===== src/hdl/ppfm_params.svh =====
// Constants of the power path fault manager: timing, register map and field layout.
// Assumes a 100 MHz block clock and a byte-addressed 32-bit register port.
`ifndef PPFM_PARAMS_SVH
`define PPFM_PARAMS_SVH

// Block clock period in nanoseconds.
`define PPFM_CLK_PERIOD_NS      10
// Current-limit fault qualification time in nanoseconds, and its cycle count rounded up.
`define PPFM_ILIM_FLT_DELAY_NS  10000
`define PPFM_ILIM_FLT_CYC       ((`PPFM_ILIM_FLT_DELAY_NS + `PPFM_CLK_PERIOD_NS - 1) / `PPFM_CLK_PERIOD_NS)
`define PPFM_ILIM_CNT_W         11
// Minimum fault hold time in nanoseconds, and its cycle count rounded up.
`define PPFM_FLT_HOLD_NS        5000000
`define PPFM_FLT_HOLD_CYC       ((`PPFM_FLT_HOLD_NS + `PPFM_CLK_PERIOD_NS - 1) / `PPFM_CLK_PERIOD_NS)
`define PPFM_HOLD_CNT_W         20

// Register byte offsets.
`define PPFM_OFS_STATUS         8'h00
`define PPFM_OFS_IRQ_EN         8'h04
`define PPFM_OFS_IRQ_CLR        8'h08
`define PPFM_OFS_LIVE           8'h0C
// Reset values.
`define PPFM_IRQ_EN_RST         10'h000
`define PPFM_STATUS_RST         10'h000

// Event bit positions in status, enable and clear registers.
`define PPFM_EV_SRC_UV          0
`define PPFM_EV_SRC_OV          1
`define PPFM_EV_SRC_ILIM        2
`define PPFM_EV_SRC_OT          3
`define PPFM_EV_SRC_RC          4
`define PPFM_EV_SNK_UV          5
`define PPFM_EV_SNK_OV          6
`define PPFM_EV_SNK_RC          7
`define PPFM_EV_SNK_OT          8
`define PPFM_EV_FAULT           9
`define PPFM_EV_NUM             10

// Path select encodings on the two enable pins.
`define PPFM_SEL_OFF            2'b00
`define PPFM_SEL_SNK            2'b01

// Number of synchronised pin inputs.
`define PPFM_SYNC_NUM           15

`endif


===== src/hdl/ppfm_pkg.sv =====
// Types shared by the power path fault manager files.
// Assumes the constants header is included by every user of the package.
package ppfm_pkg;

	// Path control state, Gray-coded from the disabled state outward.
	typedef enum logic [1:0] {
		PPFM_ST_DIS = 2'b00,
		PPFM_ST_SRC = 2'b01,
		PPFM_ST_SNK = 2'b10
	} ppfm_state_e;

	typedef logic [7:0]  ppfm_addr_t;
	typedef logic [31:0] ppfm_word_t;
	typedef logic [9:0]  ppfm_ev_t;

endpackage


===== src/hdl/ppfm_sync.sv =====
// Two-stage synchroniser for a group of asynchronous pin levels.
// Assumes inputs are slow levels; the first stage is read by the second stage only.
`timescale 1ns/100ps

module ppfm_sync #(
	parameter int WIDTH = 1
) (
	input  wire logic             clk,
	input  wire logic             sys_rst,
	input  wire logic             clk_en,
	input  wire logic [WIDTH-1:0] din,
	output logic      [WIDTH-1:0] dout
);

	logic [WIDTH-1:0] meta_q;
	logic [WIDTH-1:0] meta_d;
	logic [WIDTH-1:0] sync_q;
	logic [WIDTH-1:0] sync_d;

	////////////////////////////////////////////////////////////////////////////
	// One pair of stages per bit; the clock enable freezes both stages.
	genvar gi;
	generate
		for (gi = 0; gi < WIDTH; gi++) begin : g_bit
			always_comb begin
				meta_d[gi] = clk_en ? din[gi] : meta_q[gi];
				sync_d[gi] = clk_en ? meta_q[gi] : sync_q[gi];
			end
		end
	endgenerate

	// Stages only register; reset clears both to a known low level.
	always_ff @(posedge clk) begin
		if (sys_rst) begin
			meta_q <= '0;
			sync_q <= '0;
		end else begin
			meta_q <= meta_d;
			sync_q <= sync_d;
		end
	end

	assign dout = sync_q;
endmodule // ppfm_sync


===== src/hdl/ppfm_top.sv =====
// Fault supervision for a dual power path switch: a source path and a sink path on the
// bus supply, with an open-drain active-low fault pin and a small register port.
// Assumes detector outputs and enable pins are asynchronous levels; all are synchronised.
`timescale 1ns/100ps
`include "ppfm_params.svh"

module ppfm_top #(
	parameter int unsigned FLT_HOLD_CYC = `PPFM_FLT_HOLD_CYC
) (
	input  wire logic                 clk,
	input  wire logic                 sys_rst,
	input  wire logic                 clk_en,
	input  wire logic [1:0]           path_sel,
	input  wire logic                 source_supply_undervoltage,
	input  wire logic                 source_supply_overvoltage,
	input  wire logic                 source_current_limit,
	input  wire logic                 source_temp_rising_threshold,
	input  wire logic                 source_temp_falling_threshold,
	input  wire logic                 source_reverse_current,
	input  wire logic                 bus_undervoltage,
	input  wire logic                 bus_overvoltage,
	input  wire logic                 overvoltage_sense_input,
	input  wire logic                 sink_reverse_current,
	input  wire logic                 sink_temp_rising_threshold,
	input  wire logic                 sink_temp_falling_threshold,
	input  wire logic                 fault_n_i,
	output logic                      fault_n_o,
	output logic                      fault_n_oe,
	output logic                      source_path,
	output logic                      source_limit_3a,
	output logic                      sink_path,
	output logic                      irq,
	input  wire ppfm_pkg::ppfm_addr_t reg_addr,
	input  wire ppfm_pkg::ppfm_word_t reg_wdata,
	input  wire logic                 reg_wr,
	input  wire logic                 reg_rd,
	output ppfm_pkg::ppfm_word_t      reg_rdata
);
	import ppfm_pkg::*;

	localparam int ILIM_CYC = `PPFM_ILIM_FLT_CYC;
	localparam logic [`PPFM_ILIM_CNT_W-1:0] ILIM_MAX = ILIM_CYC[`PPFM_ILIM_CNT_W-1:0];
	localparam logic [`PPFM_HOLD_CNT_W-1:0] HOLD_LOAD = FLT_HOLD_CYC[`PPFM_HOLD_CNT_W-1:0];

	logic [`PPFM_SYNC_NUM-1:0] pins_raw;
	logic [`PPFM_SYNC_NUM-1:0] pins_s;
	logic       src_uv, src_ov, src_il, src_trise, src_tfall, src_rc;
	logic       bus_uv, bus_ov, ovp_used, snk_rc, snk_trise, snk_tfall, flt_pin;
	logic [1:0] sel_s;

	ppfm_state_e state_q, state_d;
	logic        src_req, snk_req, src_zone, snk_zone;
	logic        src_uv_trip, snk_uv_drop;
	logic        src_ov_act, src_rc_act, snk_ov_act, snk_rc_act;
	logic        src_ot_q, src_ot_d, snk_ot_q, snk_ot_d;
	logic [`PPFM_ILIM_CNT_W-1:0] ilim_cnt_q, ilim_cnt_d;
	logic        ilim_flt;
	logic [`PPFM_HOLD_CNT_W-1:0] hold_q, hold_d;
	logic        fault_cause, fault_q, fault_d;
	logic        src_path_q, src_path_d, lim3_q, lim3_d, snk_path_q, snk_path_d;

	ppfm_ev_t   ev_now, ev_prev_q, ev_rise, ev_clr;
	ppfm_ev_t   status_q, status_d, irq_en_q, irq_en_d;
	logic       irq_q, irq_d;
	ppfm_word_t rdata_q, rdata_d, live_word;

	////////////////////////////////////////////////////////////////////////////
	// Every pin level crosses into the block clock before anything looks at it.
	assign pins_raw = {fault_n_i, path_sel, sink_temp_falling_threshold,
		sink_temp_rising_threshold, sink_reverse_current, overvoltage_sense_input,
		bus_overvoltage, bus_undervoltage, source_reverse_current,
		source_temp_falling_threshold, source_temp_rising_threshold,
		source_current_limit, source_supply_overvoltage, source_supply_undervoltage};

	ppfm_sync #(.WIDTH(`PPFM_SYNC_NUM)) u_sync (
		.clk     (clk),
		.sys_rst (sys_rst),
		.clk_en  (clk_en),
		.din     (pins_raw),
		.dout    (pins_s)
	);

	assign {flt_pin, sel_s, snk_tfall, snk_trise, snk_rc, ovp_used, bus_ov, bus_uv, src_rc,
		src_tfall, src_trise, src_il, src_ov, src_uv} = pins_s;

	////////////////////////////////////////////////////////////////////////////
	// Path state. Swapping roles always passes the disabled state, and a lockout holds
	// the disabled state for as long as it lasts.
	always_comb begin
		src_req     = sel_s[1];
		snk_req     = (sel_s == `PPFM_SEL_SNK);
		src_uv_trip = (state_q == PPFM_ST_SRC) && src_req && src_uv;
		snk_uv_drop = (state_q == PPFM_ST_SNK) && snk_req && bus_uv;
		state_d     = state_q;
		unique case (state_q)
			PPFM_ST_DIS: begin
				if (src_req && !src_uv) begin
					state_d = PPFM_ST_SRC;
				end else if (snk_req && !bus_uv) begin
					state_d = PPFM_ST_SNK;
				end
			end
			PPFM_ST_SRC: begin
				if (!src_req || src_uv) begin
					state_d = PPFM_ST_DIS;
				end
			end
			PPFM_ST_SNK: begin
				if (!snk_req || bus_uv) begin
					state_d = PPFM_ST_DIS;
				end
			end
			default: begin
				state_d = PPFM_ST_DIS;
			end
		endcase
		// A state being entered counts as the state itself for every protection.
		src_zone = (state_d == PPFM_ST_SRC);
		snk_zone = (state_d == PPFM_ST_SNK);
	end

	////////////////////////////////////////////////////////////////////////////
	// Protections. Temperature trips latch with hysteresis; voltage and reverse-current
	// trips follow the detector, so the path comes back as soon as they clear.
	always_comb begin
		src_ov_act = src_zone && src_ov;
		src_rc_act = src_zone && src_rc;
		snk_ov_act = snk_zone && ovp_used && bus_ov;
		snk_rc_act = snk_zone && snk_rc;
		src_ot_d   = src_ot_q ? src_tfall : (src_zone && src_trise && src_il);
		snk_ot_d   = snk_ot_q ? snk_tfall : (snk_zone && snk_trise);
		// Limiting itself leaves the path on; only a long limit episode counts as a fault.
		if (!(src_zone && src_il)) begin
			ilim_cnt_d = '0;
		end else if (ilim_cnt_q != ILIM_MAX) begin
			ilim_cnt_d = ilim_cnt_q + 1'b1;
		end else begin
			ilim_cnt_d = ilim_cnt_q;
		end
		ilim_flt   = (ilim_cnt_q == ILIM_MAX);
		src_path_d = src_zone && !src_ov_act && !src_rc_act && !src_ot_d;
		lim3_d     = src_zone && sel_s[0];
		snk_path_d = snk_zone && !snk_ov_act && !snk_rc_act && !snk_ot_d;
	end

	////////////////////////////////////////////////////////////////////////////
	// Fault pin. Bus undervoltage and sink reverse current are left out on purpose,
	// and a short cause still holds the pin low for the full hold time.
	always_comb begin
		fault_cause = src_uv_trip || src_ov_act || ilim_flt || src_ot_d || src_rc_act
			|| snk_ov_act || snk_ot_d;
		if (fault_cause) begin
			hold_d = HOLD_LOAD;
		end else if (hold_q != '0) begin
			hold_d = hold_q - 1'b1;
		end else begin
			hold_d = hold_q;
		end
		fault_d = fault_cause || (hold_q != '0);
	end

	// Path and fault registers; the clock enable freezes them.
	always_ff @(posedge clk) begin
		if (sys_rst) begin
			state_q    <= PPFM_ST_DIS;
			src_ot_q   <= 1'b0;
			snk_ot_q   <= 1'b0;
			ilim_cnt_q <= '0;
			hold_q     <= '0;
			fault_q    <= 1'b0;
			src_path_q <= 1'b0;
			lim3_q     <= 1'b0;
			snk_path_q <= 1'b0;
		end else if (clk_en) begin
			state_q    <= state_d;
			src_ot_q   <= src_ot_d;
			snk_ot_q   <= snk_ot_d;
			ilim_cnt_q <= ilim_cnt_d;
			hold_q     <= hold_d;
			fault_q    <= fault_d;
			src_path_q <= src_path_d;
			lim3_q     <= lim3_d;
			snk_path_q <= snk_path_d;
		end
	end

	// The pin is only ever pulled low; the external pull-up gives the released level.
	assign fault_n_o       = 1'b0;
	assign fault_n_oe      = fault_q;
	assign source_path     = src_path_q;
	assign source_limit_3a = lim3_q;
	assign sink_path       = snk_path_q;
	assign irq             = irq_q;

	////////////////////////////////////////////////////////////////////////////
	// Sticky event flags: a new event in the cycle of its clear still sets the flag.
	assign ev_now = {fault_d, snk_ot_d, snk_rc_act, snk_ov_act, snk_uv_drop,
		src_rc_act, src_ot_d, ilim_flt, src_ov_act, src_uv_trip};
	assign ev_rise = ev_now & ~ev_prev_q;
	assign ev_clr  = (reg_wr && reg_addr == `PPFM_OFS_IRQ_CLR) ? reg_wdata[`PPFM_EV_NUM-1:0] : '0;

	genvar gi;
	generate
		for (gi = 0; gi < `PPFM_EV_NUM; gi++) begin : g_ev
			always_comb begin
				status_d[gi] = ev_rise[gi] || (status_q[gi] && !ev_clr[gi]);
			end
		end
	endgenerate

	// Register writes, read mux and interrupt level.
	always_comb begin
		irq_en_d = irq_en_q;
		if (reg_wr && reg_addr == `PPFM_OFS_IRQ_EN) begin
			irq_en_d = reg_wdata[`PPFM_EV_NUM-1:0];
		end
		irq_d     = |(status_d & irq_en_d);
		live_word = {11'h000, flt_pin, fault_q, snk_path_q, src_path_q, lim3_q, state_q, sel_s,
			snk_tfall, snk_trise, snk_rc, ovp_used, bus_ov, bus_uv, src_rc, src_tfall,
			src_trise, src_il, src_ov, src_uv};
		rdata_d = 32'h0000_0000;
		if (reg_rd) begin
			unique case (reg_addr)
				`PPFM_OFS_STATUS: rdata_d = {22'h00_0000, status_q};
				`PPFM_OFS_IRQ_EN: rdata_d = {22'h00_0000, irq_en_q};
				`PPFM_OFS_LIVE:   rdata_d = live_word;
				default:          rdata_d = 32'h0000_0000;
			endcase
		end
	end

	always_ff @(posedge clk) begin
		if (sys_rst) begin
			ev_prev_q <= '0;
			status_q  <= `PPFM_STATUS_RST;
			irq_en_q  <= `PPFM_IRQ_EN_RST;
			irq_q     <= 1'b0;
			rdata_q   <= 32'h0000_0000;
		end else if (clk_en) begin
			ev_prev_q <= ev_now;
			status_q  <= status_d;
			irq_en_q  <= irq_en_d;
			irq_q     <= irq_d;
			rdata_q   <= rdata_d;
		end
	end

	assign reg_rdata = rdata_q;
endmodule // ppfm_top


===== config.mk =====
export PLATFORM = sky130hd
export DESIGN_NAME = ppfm_top
export DESIGN_NICKNAME = d
export VERILOG_FILES = /design/src/hdl/ppfm_pkg.sv /design/src/hdl/ppfm_sync.sv /design/src/hdl/ppfm_top.sv
export VERILOG_INCLUDE_DIRS = /design/src /design/src/hdl
export SDC_FILE = /design/constraint.sdc
export NUM_CORES = 1
export LEC_CHECK = 0
export ABC_AREA = 1
export BUFFER_PORTS_ARGS = -buffer_cell sky130_fd_sc_hd__buf_4
export CORE_ASPECT_RATIO = 0.9
export CORE_MARGIN = 1
export CORE_UTILIZATION = 45
export CTS_CLUSTER_SIZE = 16
export DETAILED_ROUTE_END_ITERATION = 16
export PLACE_DENSITY = 0.64
export SYNTH_ARGS = -nofsm -noshare
export SYNTH_HDL_FRONTEND = slang
export SYNTH_SLANG_ARGS = --single-unit

===== constraint.sdc =====
create_clock -name clk -period 2.7 [get_ports clk]
set_input_delay 0.54 -clock clk [delete_from_list [all_inputs] [get_ports clk]]
set_output_delay 0.54 -clock clk [all_outputs]
set_load 0.01 [all_outputs]

==> run metrics, run 1 <==
DR vias/cell 5.11; Initial DRC Count 548; syn avg cell area 6.76 um2; Finished Core Util 0.562; CP max stage cell nor3_1; Post-CTS Hold Buffers 0; CP arrival 2.61 ns; Setup WS pre-CTS 0.450 ns; CTS H-Tree Depth 4; final wirelength 14.6 mm; Reg clk slew, reported paths 0.05 ns; Crit path required time 3.05 ns; PortBufs 63; Pwr Density 896 nW/um2; flops & latches, synth 118; Leak Pwr 3.06 nW; Floorplan Core Area 12200 um2; TritonRoute pass-1 iters 7; layout cells sized above 1 0.151; RSZ-0062 raised after global routing no; root buffer cell clkbuf_16; Rel. slew slack 0.594; GRT Residual Overflow 0; commonest non-fill, non-tap cell in the layout nand2_1; Fillers 1152; Pins Over Slew Limit 0; Final Hold Viols 0; CTS sink cnt 118; Post-synth ARST share 0; Hold Path Class in -> reg; nets@finish 968; post-DP HPWL 10.1 mm; Final period util 0.835; Crit Path Class reg -> reg; Avg WL per Cell 13.5 um; diodes inserted 0; post-synthesis instance area 5720 um2; vias in the first global route 5111; most frequent cells in the layout nand2_1 (204), nor2_1 (121), dfxtp_1 (118); Hold Crit Depth 3; Layout Skew 0.0109 ns; FF+latch area 2360 um2; VDD IR max 505 uV; multi-input logic area 2820 um2; TritonCTS buffer count 17; CTS tree built; Critical Path Max Stage Delay 0.48 ns; hold_ws 0.342 ns; initial antenna violation count 0; EDFF count, synth 0; post-CTS sizing 0; critical path cell sequence inv_1 > ha_1 > nand4_1 > nor3_1 > nor2_2 > nand3_2 > nand2_2 > inv_2 > nand3_1 > a21oi_2; element type at the critical path end flop; Final setup viols 0; worst slew pin tran 0.609 ns; die span in y 109 um; Mapped Cells 846; TNS Setup 0 ns; final worst setup slack 0.446 ns; Fmax 444 MHz; maxcap violations 0; io pins 98; later-pin clock latency in the skew report 0.42 ns; Tmin final 2.25 ns; Clock Tree Buf Depth 2; Die Area 13200 um2; r2r worst-path depth 10; wire length of the first global-routing pass 24.2 mm; DRC 0; fin cells 1078; Core Rows 38; DRT antenna net count 0; status finished, final reports clean; distinct cell type count after synthesis 38; gr usage total 0.237; Synth-to-Final Area Change 20.1%; Chip Width 121 um; RD Place Congestion 0.930; vias post-DR 5507; Max Fanout on Critical Path 21; main flop type after synthesis dfxtp_1; Worst setup SP type flop; largest net degree at the start of global routing 57; post-CTS setup buffer count 0; register area share after synthesis 0.413; Synth warnings 0; Post-Place Cells 1046; Initial Utilization 0.468
==> per-stage QoR <==
step / cell area, um2 / total power, mW
after floorplan: 5760 / 3.59
after global placement: 6270 / 3.89
after detailed placement: 6270 / 3.92
after CTS: 6860 / 6.18
after global routing: 6860 / 6.57
final: 6860 / 6.15
==> flip-flops by register name (all words and copies together) (netlist names) <==
register	cells
ev_prev_q	9
fault_n_oe	1
hold_q	20
ilim_cnt_q	11
irq	1
irq_en_q	10
reg_rdata	21
sink_path	1
source_limit_3a	1
source_path	1
state_q	2
status_q	10
u_sync.dout	15
u_sync.meta_q	15
==> where the power goes <==
group,switching (mW),leakage [nW],internal (mW)
clock network,0.846,0.275,1.38
registers,0.181,0.967,1.94
logic,1.11,1.82,0.683
==> worst paths after layout <==
path,slack (ns),end,startpoint
setup / recovery,0.45,hold_q[7]$_SDFFE_PP0P_,ilim_cnt_q[0]$_SDFFE_PP0P_
setup reg to reg,0.45,hold_q[7]$_SDFFE_PP0P_,ilim_cnt_q[0]$_SDFFE_PP0P_
hold reg to reg,0.46,reg_rdata[20]$_SDFFE_PP0P_,u_sync.dout[14]$_SDFFE_PP0P_
hold / removal,0.34,u_sync.meta_q[11]$_SDFFE_PP0P_,sink_temp_falling_threshold
==> layout make-up <==
cell class | count | area share
inverter | 89 | 0.0487
multi-input combinational | 605 | 0.411
clock inverter | 14 | 0.0221
tap | 160 | 0.0292
sequential | 118 | 0.344
timing repair buffer | 74 | 0.0809
clock buffer | 18 | 0.0640
==> worst max-delay path: cells and delay by family (launching register included) <==
kind	cells	cell delay, ns
buf+inv	2	0.43
compound gates	1	0.15
fa+ha+maj	1	0.18
simple gates	6	1.10
flops	1	0.32
==> per-layer routing <==
metal | share of wire | GRT usage | routed length (um)
met4 | 0.021 | 0.111 | 308
met5 | 0 | 0 | 0
met3 | 0.047 | 0.0549 | 691
met2 | 0.46 | 0.380 | 6740
met1 | 0.47 | 0.303 | 6820
==> synthesized netlist by cell type, types with 3 or more instances <==
| cell type | instances | area share |
|---|---|---|
| nor3_1 | 6 | 0.0053 |
| nand3_1 | 39 | 0.034 |
| nand2_2 | 5 | 0.0055 |
| nor2_2 | 9 | 0.0099 |
| buf_4 | 16 | 0.021 |
| xnor2_1 | 5 | 0.0077 |
| nand2_1 | 204 | 0.13 |
| a21oi_1 | 84 | 0.074 |
| buf_1 | 6 | 0.0039 |
| inv_1 | 82 | 0.054 |
| clkbuf_1 | 20 | 0.013 |
| nand4_1 | 10 | 0.011 |
| nor2_1 | 121 | 0.079 |
| dfxtp_1 | 118 | 0.41 |
| o221ai_1 | 5 | 0.0077 |
| inv_2 | 7 | 0.0046 |
| ha_1 | 3 | 0.0066 |
| o21ai_1 | 7 | 0.0061 |
| xor2_1 | 9 | 0.014 |
| o21ai_0 | 64 | 0.056 |
==> cell families (layout without fill, tap and decap cells) <==
group / count (synthesis) / count (layout) / synth area share
xor gates and xnor gates: 14 / 14 / 0.0215
buffers and inverters: 134 / 195 / 0.100
adders and majority gates: 3 / 3 / 0.00657
and+or+nand+nor: 403 / 403 / 0.294
DFF: 118 / 118 / 0.413
other: 1 / 12 / 0.000656
AOI/OAI and AO/OA: 173 / 173 / 0.164
Power figures use the tool's default switching activity.
==> run 2, diff against run 1 <==
==> constraint.sdc (replaced) <==
create_clock -name clk -period 2.17 [get_ports clk]
set_input_delay 0.434 -clock clk [delete_from_list [all_inputs] [get_ports clk]]
set_output_delay 0.434 -clock clk [all_outputs]
set_load 0.01 [all_outputs]
==> run 2 against run 1 <==
Clock power increased by 30%. Sequential power up 25%. Power rose by 27%. Final cell count increased by 0.56%. Register-to-register slack got worse by 0.25 ns. Via count increased by 1.6%. Critical path depth up 3. Utilization increased by 0.84 points. Die area unchanged. Count of clock-buffer cells in the layout did not move. Combinational power grew 28%. Sequential share of layout area is 0.51 points lower. Critical path type unchanged.
==> run metrics, run 2 (same netlist as run 1, synthesis figures left out) <==
FF+latch area 2360 um2 (unchanged); Initial DRC Count 502 (-8.4%); Final Hold Viols 0 (unchanged); Pins Over Slew Limit 0 (unchanged); VDD IR max 548 uV (+8.4%); Critical Path Max Stage Delay 0.31 ns (-0.17 ns); post-DP HPWL 10.3 mm (+2.2%); fin cells 1084 (+0.56%); initial antenna violation count 0 (unchanged); Max Fanout on Critical Path 10 (-52%); Final setup viols 0 (unchanged); Clock Tree Buf Depth 2 (unchanged); GRT Residual Overflow 0 (unchanged); diodes inserted 0 (unchanged); DRT antenna net count 0 (unchanged); most frequent CP cell nand2_1; later-pin clock latency in the skew report 0.41 ns (about the same); TritonRoute pass-1 iters 7 (unchanged); Crit path required time 2.51 ns (-0.54 ns); final wirelength 14.8 mm (+1.7%); post-layout instance area 6970 um2 (+1.5%); Hold Path Class in -> reg; critical path cell sequence inv_1 > ha_4 > inv_2 > nor2_2 > nand2_1 > inv_2 > nand2_1 > nor2_2 > nand3_2 > nand2_2 > buf_4 > nand2_1 > a21oi_2; largest net degree at the start of global routing 54 (-5.3%); wire length of the first global-routing pass 24.5 mm (+1.4%); CTS H-Tree Depth 4 (unchanged); Die Area 13200 um2 (unchanged); Fmax 507 MHz (+14%); TritonCTS buffer count 17 (unchanged); CTS tree built; Final period util 0.909 (+0.0739); TNS Setup 0 ns (unchanged); root buffer cell clkbuf_16; DR vias/cell 5.16 (+1.0%); Leak Pwr 3.12 nW (+1.8%); Post-Place Cells 1052 (+0.57%); gr usage total 0.237 (unchanged); status finished, final reports clean; Reg clk slew, reported paths 0.06 ns (about the same); Tot Pwr 7.84 mW (+27%); io pins 98 (unchanged); Fillers 1174 (+1.9%); WP buf/inv 4 (+2); commonest non-fill, non-tap cell in the layout nand2_1; max FFs per register 21 (unchanged); CP arrival 2.31 ns (-0.30 ns); CP max stage cell dfxtp_1; Core Rows 38 (unchanged); Avg WL per Cell 13.7 um (+1.2%); element type at the critical path end flop; vias in the first global route 5190 (+1.5%); DRC 0 (unchanged); maxcap violations 0 (unchanged); Crit Path Class reg -> reg; Chip Width 121 um (unchanged); Tmin final 1.97 ns (-0.282 ns); Layout Skew 0.00526 ns (-0.00564 ns); RD Place Congestion 0.932 (+0.24%); Post-CTS Hold Buffers 0 (unchanged); vias post-DR 5595 (+1.6%); most frequent cells in the layout nand2_1 (203), nor2_1 (121), dfxtp_1 (118); RSZ-0062 raised after global routing no; nets@finish 974 (+0.62%); CTS sink cnt 118 (unchanged); DP Area 6330 um2 (+0.92%); Initial Utilization 0.468 (unchanged); CP top delay family simple AND/OR/NAND/NOR gates; multi-input logic area 2840 um2 (+0.66%); layout cells sized above 1 0.160 (+0.00876); Synth-to-Final Area Change 21.9%; Floorplan Core Area 12200 um2 (unchanged); PortBufs 63 (unchanged); Pwr Density 1130 nW/um2 (+26%); Worst setup SP type flop; die span in y 109 um (unchanged)
==> run 2: final timing paths <==
kind / startpoint / to / slack (ns) / depth (start not counted)
setup reg to reg: hold_q[0]$_SDFFE_PP0P_ / hold_q[19]$_SDFFE_PP0P_ / 0.20 / 13
hold reg to reg: ev_prev_q[5]$_SDFFE_PP0P_ / ev_prev_q[5]$_SDFFE_PP0P_ / 0.46 / 2
setup / recovery: hold_q[0]$_SDFFE_PP0P_ / hold_q[19]$_SDFFE_PP0P_ / 0.20 / 13
hold / removal: source_current_limit / u_sync.meta_q[2]$_SDFFE_PP0P_ / 0.24 / 3
==> run 2: report_power, final <==
| part | total, mW | internal [mW] | switching [mW] |
|---|---|---|---|
| sequential | 2.65 | 2.42 | 0.229 |
| combinational | 2.31 | 0.887 | 1.42 |
| clock | 2.89 | 1.84 | 1.04 |
| total | 7.84 | 5.15 | 2.69 |
==> run 2: layout make-up <==
type                            count  share of cell area
Clock buffer                       18              0.0630
Timing Repair Buffer               80              0.0880
Multi-Input combinational cell    605               0.408
Inverter                           89              0.0483
Tap cell                          160              0.0287
Sequential cell                   118               0.339
Clock inverter                     14              0.0251
==> run 2: timing repair <==
action / 4_1_cts / 5_1_grt
setup buffers: 0 / 0
gates resized for setup: 0 / 6
endpoints found under the setup margin: 0 / 9
==> run 2: per-layer routing <==
metal  vias up  track usage  part of all wire
li1       2822            -                 -
met1      2575        0.300              0.45
met2       168        0.398              0.48
met3        30       0.0471             0.045
met4         0       0.0952             0.022
met5         -            0                 0
==> run 2: through the flow <==
stage	hold WS [ns]	util	setup WS, ns
finish	0.239	0.570	0.198
global route	0.241	0.570	0.0339
CTS	0.225	0.568	0.0884
detailed placement	0.452	0.518	0.156
global placement	0.454	0.518	0.206
floorplan	0.437	-	0.471
==> run 2: worst register-to-register path, stage by stage (launching register included) <==
cell and delay (ns):
dfxtp_1 0.31, inv_1 0.17, ha_4 0.19, inv_2 0.05, nor2_2 0.16, nand2_1 0.14, inv_2 0.08, nand2_1 0.05
nor2_2 0.10, nand3_2 0.10, nand2_2 0.11, buf_4 0.18, nand2_1 0.09, a21oi_2 0.17
